===== config.mk =====
export PLATFORM = sky130hd
export DESIGN_NAME = motion_event_config_block
export DESIGN_NICKNAME = d
export VERILOG_FILES = /design/src/pkg/motion_event_pkg.sv /design/src/core/activity_axis_compare.sv /design/src/core/motion_event_config_block.sv
export VERILOG_INCLUDE_DIRS = /design/src /design/src/pkg
export SDC_FILE = /design/constraint.sdc
export NUM_CORES = 1
export LEC_CHECK = 0
export BUFFER_PORTS_ARGS = -buffer_cell sky130_fd_sc_hd__buf_2
export CORE_MARGIN = 4
export CORE_UTILIZATION = 60
export DETAILED_ROUTE_END_ITERATION = 6
export PLACE_DENSITY = 0.85
export SYNTH_ARGS = -nofsm -noshare
export SYNTH_HDL_FRONTEND = slang
export SYNTH_HIERARCHICAL = 1
export SYNTH_SLANG_ARGS = --single-unit

===== constraint.sdc =====
create_clock -name core_clk -period 13.8 [get_ports core_clk]
set_input_delay 0 -clock core_clk [delete_from_list [all_inputs] [get_ports core_clk]]
set_output_delay 0 -clock core_clk [all_outputs]
set_load 0.005 [all_outputs]

===== src/pkg/motion_event_consts.svh =====
`ifndef MOTION_EVENT_CONSTS_SVH
`define MOTION_EVENT_CONSTS_SVH

// ****************************************
// Register offsets
// ****************************************
`define ADDR_AXIS_SELECT     8'h24
`define ADDR_THRESHOLD_HIGH  8'h25
`define ADDR_THRESHOLD_LOW   8'h26
`define ADDR_SAMPLE_COUNT    8'h27
`define ADDR_FILTER          8'h28
`define ADDR_WATERMARK       8'h29
`define ADDR_PIN_MAP         8'h2a

// ****************************************
// Reset values
// ****************************************
`define RST_AXIS_SELECT      3'h0
`define RST_THRESHOLD        16'h0000
`define RST_SAMPLE_COUNT     8'h01
`define RST_FILTER           7'h00
`define RST_WATERMARK        7'h60
`define RST_PIN_MAP          8'h00

// ****************************************
// Field positions and limits
// ****************************************
`define AXIS_SEL_MSB         2
`define HPF_MSB              6
`define HPF_LSB              4
`define RATE_MSB             3
`define RATE_LSB             0
`define WATERMARK_MSB        6
`define WATERMARK_MAX        7'h60
`define HPF_OFF              3'h0
`define SAMPLE_CMP_MSB       18
`define SAMPLE_CMP_LSB       3
`define SAMPLE_SIGN_BIT      19
`define SAMPLE_WIDTH         20
`define RUN_COUNT_MAX        8'hff

`endif


===== src/pkg/motion_event_pkg.sv =====
package motion_event_pkg;

	// ****************************************
	// Event sources, in map bit order
	// ****************************************
	typedef struct packed {
		logic activity;
		logic overrun;
		logic watermark;
		logic ready;
	} event_s;

	typedef struct packed {
		event_s toPinTwo;
		event_s toPinOne;
	} pin_map_s;

	typedef struct packed {
		logic [2:0] highpassCornerSel;
		logic [3:0] rateLowpassSel;
	} filter_s;

	typedef struct packed {
		logic zAxisActivityInclude;
		logic yAxisActivityInclude;
		logic xAxisActivityInclude;
	} axis_select_s;

endpackage


===== src/core/activity_axis_compare.sv =====
`timescale 1ns/1ns
`default_nettype none
`include "motion_event_consts.svh"

module activity_axis_compare #(
	parameter int SAMPLE_W = `SAMPLE_WIDTH,
	parameter int THRESH_W = 16
) (
	input  wire logic [SAMPLE_W-1:0] sample,
	input  wire logic [THRESH_W-1:0] threshold,
	input  wire logic                axisOn,
	output logic                     above
);

	logic [SAMPLE_W-1:0] magnitude;

	generate
		if (SAMPLE_W != `SAMPLE_WIDTH || THRESH_W != `SAMPLE_CMP_MSB - `SAMPLE_CMP_LSB + 1) begin : g_bad
			$error("activity_axis_compare: widths do not match the compare window");
		end
	endgenerate

	// Full-scale negative has no positive twin; its top bit marks it as above any threshold
	always_comb begin
		magnitude = sample[`SAMPLE_SIGN_BIT] ? SAMPLE_W'(~sample + 1'b1) : sample;
		above = axisOn && (magnitude[`SAMPLE_SIGN_BIT] ||
			magnitude[`SAMPLE_CMP_MSB:`SAMPLE_CMP_LSB] > threshold);
	end

endmodule
`default_nettype wire


===== src/core/motion_event_config_block.sv =====
`timescale 1ns/1ns
`default_nettype none
`include "motion_event_consts.svh"

// How it works
// - An axis joins activity detection only when its select bit is set.
// - Threshold is sixteen bit unsigned, high and low bytes, both reset zero.
// - Only samples strictly above the threshold advance the run counter.
// - Threshold bit zero weighs the same as sample bit three.
// - Activity declared when consecutive run equals programmed count; count resets to one.
// - High-pass corner in filter bits six to four; zero disables, reset zero.
// - Corner codes one to six pick ever lower fractions of output rate.
// - Rate and low-pass code in bits three to zero, up to ten.
// - Watermark seven bits; full condition raised when stored count reaches it.
// - Watermark resets to 0x60, so before setup the full condition is raised only once the stored count reaches 96.
// - Each map bit routes one event source onto one pin independently.
// - Map bits seven to four route activity, overrun, watermark, ready to pin two.
// - Map bits three to zero route the same sources to pin one.
// - Polarity low gives active-low pins, high gives active-high pins.
// - Configure in standby; standby clears detection state and FIFO pointers.
module motion_event_config_block
	import motion_event_pkg::*;
#(
	parameter int SAMPLE_W = `SAMPLE_WIDTH,
	parameter int THRESH_W = 16
) (
	input  wire logic                core_clk,
	input  wire logic                reset_n,
	input  wire logic [7:0]          regAddr,
	input  wire logic                regWrite,
	input  wire logic                regRead,
	input  wire logic [7:0]          regWdata,
	output logic      [7:0]          regRdata,
	output logic                     regReadValid,
	input  wire logic                standby,
	input  wire logic                irqPolarity,
	input  wire logic                sampleValid,
	input  wire logic [SAMPLE_W-1:0] xAxisSample,
	input  wire logic [SAMPLE_W-1:0] yAxisSample,
	input  wire logic [SAMPLE_W-1:0] zAxisSample,
	input  wire logic                dataReady,
	input  wire logic                fifoOverrun,
	input  wire logic [6:0]          fifoSampleCount,
	output filter_s                  filterSettings,
	output logic                     highpassEnable,
	output logic                     fifoWatermarkHit,
	output logic                     activityDetected,
	output logic                     fifoPointerReset,
	output logic                     irqPinOne,
	output logic                     irqPinTwo
);

	// ****************************************
	// Parameter checks
	// ****************************************
	generate
		if (SAMPLE_W != `SAMPLE_WIDTH || THRESH_W != 16) begin : g_bad
			$error("motion_event_config_block: unsupported sample or threshold width");
		end
	endgenerate

	// ****************************************
	// Registers
	// ****************************************
	axis_select_s          axisSelect;
	logic [THRESH_W-1:0]   activityThreshold;
	logic [7:0]            activitySampleCount;
	filter_s               filterReg;
	logic [6:0]            watermarkLevel;
	pin_map_s              pinMap;
	logic [7:0]            runCount;
	logic [7:0]            next_runCount;
	logic                  xAbove;
	logic                  yAbove;
	logic                  zAbove;
	logic                  anyAbove;
	logic                  wmReach;
	event_s                events;
	logic                  assertOne;
	logic                  assertTwo;

	wire logic writeAxis   = regWrite && regAddr == `ADDR_AXIS_SELECT;
	wire logic writeHigh   = regWrite && regAddr == `ADDR_THRESHOLD_HIGH;
	wire logic writeLow    = regWrite && regAddr == `ADDR_THRESHOLD_LOW;
	wire logic writeCount  = regWrite && regAddr == `ADDR_SAMPLE_COUNT;
	wire logic writeFilter = regWrite && regAddr == `ADDR_FILTER;
	wire logic writeWm     = regWrite && regAddr == `ADDR_WATERMARK;
	wire logic writeMap    = regWrite && regAddr == `ADDR_PIN_MAP;

	always_ff @(posedge core_clk) begin
		if (!reset_n) begin
			axisSelect <= `RST_AXIS_SELECT;
		end else if (writeAxis) begin
			axisSelect <= regWdata[`AXIS_SEL_MSB:0];
		end
	end

	always_ff @(posedge core_clk) begin
		if (!reset_n) begin
			activityThreshold <= `RST_THRESHOLD;
		end else if (writeHigh) begin
			activityThreshold[15:8] <= regWdata;
		end else if (writeLow) begin
			activityThreshold[7:0] <= regWdata;
		end
	end

	always_ff @(posedge core_clk) begin
		if (!reset_n) begin
			activitySampleCount <= `RST_SAMPLE_COUNT;
		end else if (writeCount) begin
			activitySampleCount <= regWdata;
		end
	end

	// Corner may change during measurement; the filter picks it up on its next sample
	always_ff @(posedge core_clk) begin
		if (!reset_n) begin
			filterReg <= `RST_FILTER;
		end else if (writeFilter) begin
			filterReg.highpassCornerSel <= regWdata[`HPF_MSB:`HPF_LSB];
			filterReg.rateLowpassSel    <= regWdata[`RATE_MSB:`RATE_LSB];
		end
	end

	always_ff @(posedge core_clk) begin
		if (!reset_n) begin
			watermarkLevel <= `RST_WATERMARK;
		end else if (writeWm) begin
			watermarkLevel <= regWdata[`WATERMARK_MSB:0];
		end
	end

	always_ff @(posedge core_clk) begin
		if (!reset_n) begin
			pinMap <= `RST_PIN_MAP;
		end else if (writeMap) begin
			pinMap <= regWdata;
		end
	end

	// ****************************************
	// Register read port
	// ****************************************
	// Unmapped offsets read zero; reserved bits read zero
	always_ff @(posedge core_clk) begin
		if (!reset_n) begin
			regRdata <= 8'h00;
			regReadValid <= 1'b0;
		end else begin
			regReadValid <= regRead;
			if (regRead) begin
				case (regAddr)
					`ADDR_AXIS_SELECT:    regRdata <= {5'h00, axisSelect};
					`ADDR_THRESHOLD_HIGH: regRdata <= activityThreshold[15:8];
					`ADDR_THRESHOLD_LOW:  regRdata <= activityThreshold[7:0];
					`ADDR_SAMPLE_COUNT:   regRdata <= activitySampleCount;
					`ADDR_FILTER:         regRdata <= {1'b0, filterReg};
					`ADDR_WATERMARK:      regRdata <= {1'b0, watermarkLevel};
					`ADDR_PIN_MAP:        regRdata <= pinMap;
					default:              regRdata <= 8'h00;
				endcase
			end
		end
	end

	// ****************************************
	// Activity detection
	// ****************************************
	activity_axis_compare #(.SAMPLE_W(SAMPLE_W), .THRESH_W(THRESH_W)) u_cmp_x (
		.sample    (xAxisSample),
		.threshold (activityThreshold),
		.axisOn    (axisSelect.xAxisActivityInclude),
		.above     (xAbove)
	);

	activity_axis_compare #(.SAMPLE_W(SAMPLE_W), .THRESH_W(THRESH_W)) u_cmp_y (
		.sample    (yAxisSample),
		.threshold (activityThreshold),
		.axisOn    (axisSelect.yAxisActivityInclude),
		.above     (yAbove)
	);

	activity_axis_compare #(.SAMPLE_W(SAMPLE_W), .THRESH_W(THRESH_W)) u_cmp_z (
		.sample    (zAxisSample),
		.threshold (activityThreshold),
		.axisOn    (axisSelect.zAxisActivityInclude),
		.above     (zAbove)
	);

	always_comb begin
		anyAbove = xAbove || yAbove || zAbove;
		next_runCount = (runCount == `RUN_COUNT_MAX) ? runCount : runCount + 8'h01;
	end

	// Run counter saturates so a long run cannot wrap back to the trigger value
	always_ff @(posedge core_clk) begin
		if (!reset_n || standby) begin
			runCount <= 8'h00;
		end else if (sampleValid) begin
			if (anyAbove) begin
				runCount <= next_runCount;
			end else begin
				runCount <= 8'h00;
			end
		end
	end

	// Activity holds while the run lasts; a count of zero never triggers
	always_ff @(posedge core_clk) begin
		if (!reset_n || standby) begin
			activityDetected <= 1'b0;
		end else if (sampleValid) begin
			if (!anyAbove) begin
				activityDetected <= 1'b0;
			end else if (next_runCount == activitySampleCount) begin
				activityDetected <= 1'b1;
			end
		end
	end

	// ****************************************
	// Filter and FIFO outputs
	// ****************************************
	always_ff @(posedge core_clk) begin
		if (!reset_n) begin
			filterSettings <= `RST_FILTER;
			highpassEnable <= 1'b0;
		end else begin
			filterSettings <= filterReg;
			highpassEnable <= filterReg.highpassCornerSel != `HPF_OFF;
		end
	end

	assign wmReach = !standby && fifoSampleCount >= watermarkLevel;

	always_ff @(posedge core_clk) begin
		if (!reset_n) begin
			fifoWatermarkHit <= 1'b0;
			fifoPointerReset <= 1'b1;
		end else begin
			fifoWatermarkHit <= wmReach;
			fifoPointerReset <= standby;
		end
	end

	// ****************************************
	// Interrupt pins
	// ****************************************
	always_comb begin
		events.activity  = activityDetected;
		events.overrun   = fifoOverrun;
		events.watermark = fifoWatermarkHit;
		events.ready     = dataReady;
		assertOne = |(pinMap.toPinOne & events);
		assertTwo = |(pinMap.toPinTwo & events);
	end

	// Pins come up inactive for the default active-low polarity
	always_ff @(posedge core_clk) begin
		if (!reset_n) begin
			irqPinOne <= 1'b1;
			irqPinTwo <= 1'b1;
		end else begin
			irqPinOne <= irqPolarity ? assertOne : !assertOne;
			irqPinTwo <= irqPolarity ? assertTwo : !assertTwo;
		end
	end
endmodule
`default_nettype wire


==> flow_summary.ini <==
[logic_synthesis]
synth_top_cells_by_count = 79 x dfxtp_1, 61 x nor2_1, 60 x inv_1, 56 x ha_1, 54 x xnor2_1
ys_async_sr_fraction_pct = 0
yosys-top-cells-area = dfxtp_1 27%, ha_1 12%, mux2i_1 9.0%
yosysWarnings = 6
yosysTopAreaCell = dfxtp_1
synth_adder_area_share_pct = 11.9
synth_fp_nets = 848
synthSimpleGateAreaFrac_pct = 19.2
synthDominantCellAreaShare_pct = 26.8
synth_compound_area_share_pct = 17.7
synth_edf_count = 0
synth_xor_area_share_pct = 8.75
synth_most_common_cell = dfxtp_1
muxShareOfSynthArea_pct = 9.75
syn-instance-count = 700
ys_seq_area_share_pct = 26.8
synth.distinct_cells = 67
netlist_area_um2 = 5900
synth_flop_cell = dfxtp_1
synth_top_family_by_area = simple AND/OR/NAND/NOR gates
yosys_register_bits = 79
synth.avg_cell_area_um2 = 8.43

[job]
cap_violations = 0

[global_route]
grt_max_degree = 51
grt_use_met2_pct = 48.3
grt_pass1_wl_um = 26300
antenna_found_initial = 0
grt.met3_usage_pct = 3.67
grt-busiest-layer = met2
use_met1_pct = 36.0
grt.total_usage_pct = 28.5
grt_pass1_vias = 5529
gr-total-overflow = 0

[setup_path]
critPathArrivalTime_ns = 4.93
crit_top_cell = or3_1
critical_path_required_ns = 14.07
reg2reg_to = activityDetected$_SDFFE_PP0P_
timing.rr.start = activityThreshold[11]$_SDFFE_PN0P_
reg2reg_slack_ns = 10.18
path_cells = buf_2 > or4_4 > or4_4 > or3_1 > o31ai_1 > xnor2_1 > ha_1 > nand4_1 > or3_1 > a21oi_1 > nor4_1 > o21ai_0 > or3_1 > nand2_1 > or3_1 > or4_1 > o31ai_1
cp-end-kind = flop
max_stage_delay_ns = 0.56
critical_path_class = input port to flop
slowest_stage = or4_4
cp-start-kind = input port
r2r_cells = 12
worstPathMaxFanout = 8

[power]
p_sw_share_pct = 26.9
power_frac_clock_pct = 34.6
p_leak_nw = 2.96
internal_power_w = 0.000365
seq_power_share_pct = 45.9
pwr-share-comb_pct = 19.5
ir_drop_uv = 50.4
power_switching_w = 0.000134
power_w = 0.000499
powerDensity_nw_per_um2 = 73.4

[clock_tree]
clk_latency_ns = 0.35
clockBufferDepth = 2
postCtsSetupBuffers = 0
cts.sinks = 79
cts_root_buf = clkbuf_8
h-tree-depth = 3
cts_resized = 0
clk_pin_slew_worst_paths_ns = 0.08
tritoncts = done
cts_buffers = 9

[finish]
areaGrowthSynthToFinish_pct = 15.1
fin_nets = 954
register_area_um2 = 1580
num-fill-cells = 709
multiInputGateArea_um2 = 3970
diodes = 0
drive_gt1_share_pct = 18.9
finalInstanceArea_um2 = 6800

[timing]
clock_skew_ns = 0.00779
finalCriticalPeriod_ns = 4.67
fin_crit_sh_pct = 33.8
drv_slew = 0
hold_viol_final = 0
worst_pin_slew_ns = 0.849
finalSetupTns_ns = 0
max_freq_mhz = 214
final-setup-viol-count = 0
setup_slack_ns = 9.13
relSlewSlack_pct = 43.3
rsz0062_at_grt = false

[placement]
placed_area_um2 = 6510
port_buffers = 113
post-dp-hpwl_um = 12300
gp_congestion = 0.895
pre_cts_ws_ns = 8.87

[die]
die_area_um2 = 11500
fp.dieH_um = 107
die_w_um = 107
io_pins = 114
row_count = 35
initial_core_util_pct = 62.7
core_area_um2 = 9420

[routing]
drt_iter0_drc = 491
dr_total_vias = 5759
routed_wl_um = 16400
drc = 2
viasPerCell = 6.13
wl_per_cell_um = 17.5
first_pass_iters = 7
postRouteAntennaNets = 0

[worst_hold_path]
holdCritStartpoint = regWdata[6]
hold_class = input port to flop
hold_end = watermarkLevel[6]$_SDFFE_PN1P_
min_path_cells = 3

[outcome]
run_status = finished, violations left
violations = design-rule violations
power groups by stage:
| stage | Sequential, W | Combinational (W) | Clock (W) |
|---|---|---|---|
| 6_report | 0.000229 | 0.0000971 | 0.000173 |
| 5_1_grt | 0.000229 | 0.000108 | 0.000182 |
| 4_1_cts | 0.000229 | 0.0000953 | 0.000173 |
| 3_5_place_dp | 0.000234 | 0.0000928 | 0 |
| 3_3_place_gp | 0.000234 | 0.0000868 | 0 |
| 2_1_floorplan | 0.000234 | 0.0000569 | 0 |
kinds of logic after synthesis:
logic type      Yosys count
xor+xnor                 59
mux                      57
fa+ha+maj                56
compound gates          152
buf+inv                  88
flops                    79
simple gates            209
worst max-delay path by stage:
stage / cells after the start / start / endpoint / slack, ns
floorplan: 18 / xAxisSample[3] / activityDetected$_SDFFE_PP0P_ / 9.35
global placement: 17 / xAxisSample[3] / activityDetected$_SDFFE_PP0P_ / 9.10
detailed placement: 17 / xAxisSample[3] / activityDetected$_SDFFE_PP0P_ / 8.87
CTS: 17 / xAxisSample[3] / activityDetected$_SDFFE_PP0P_ / 9.22
global route: 17 / xAxisSample[3] / activityDetected$_SDFFE_PP0P_ / 8.90
finish: 17 / xAxisSample[3] / activityDetected$_SDFFE_PP0P_ / 9.13
layer usage:
layer	part of all wire, %	vias to the layer above
li1	-	2731
met1	41	2679
met2	47	287
met3	7.9	62
met4	4.2	0
met5	0	-
state kept, by name, indices dropped and copies added (netlist names):
| name | flops |
|---|---|
| regReadValid | 1 |
| filterSettings | 7 |
| irqPinTwo | 1 |
| activityThreshold | 16 |
| filterReg | 7 |
| fifoPointerReset | 1 |
| irqPinOne | 1 |
| activitySampleCount | 8 |
| fifoWatermarkHit | 1 |
| activityDetected | 1 |
| watermarkLevel | 7 |
| axisSelect | 3 |
| runCount | 8 |
| highpassEnable | 1 |
| pinMap | 8 |
| regRdata | 8 |
area by class of cell:
type / instances / area share [%]
multi-input cells: 533 / 58.4
repair buffers: 122 / 9.65
clock buffers: 12 / 2.28
flip-flops and latches: 79 / 23.3
clock inverters: 3 / 0.626
inverters: 61 / 3.37
well taps: 129 / 2.38
worst max-delay path: cells and delay by family:
kind,cells,cell delay (ns)
XOR/XNOR,1,0.13
adder cells (fa/ha/maj),1,0.32
AO/OA/AOI/OAI,4,0.96
AND/OR/NAND/NOR,10,3.41
buffers and inverters,1,0.11
stage by stage:
stage / hold WS [ns] / std cells / utilization, %
after CTS: 0.00616 / 939 / 72.2
after global routing: 0.0314 / 939 / 72.2
after detailed placement: 0.268 / 915 / 69.1
after floorplan: 0.122 / 700 / -
after global placement: 0.263 / 915 / 69.1
final: 0.0287 / 939 / 72.2
what timing repair did:
| action | 4_1_cts | 5_1_grt |
|---|---|---|
| endpoints found under the hold margin | 14 | 0 |
| endpoints found under the setup margin | 0 | 0 |
| hold buffers | 9 | 0 |
placed cells by master (no fill, tap or decap), types with 11 or more instances in the layout:
| master | count |
|---|---|
| inv_1 | 60 |
| dfxtp_1 | 79 |
| nand4_1 | 15 |
| clkbuf_8 | 11 |
| o31ai_1 | 13 |
| xnor2_1 | 54 |
| mux2i_1 | 53 |
| and2_1 | 12 |
| or3_1 | 11 |
| nor2_1 | 61 |
| ha_1 | 56 |
| nand2_1 | 42 |
| o21ai_0 | 36 |
| buf_2 | 113 |
| nand3_1 | 18 |
| a21oi_1 | 34 |
Power figures use the tool's default switching activity.
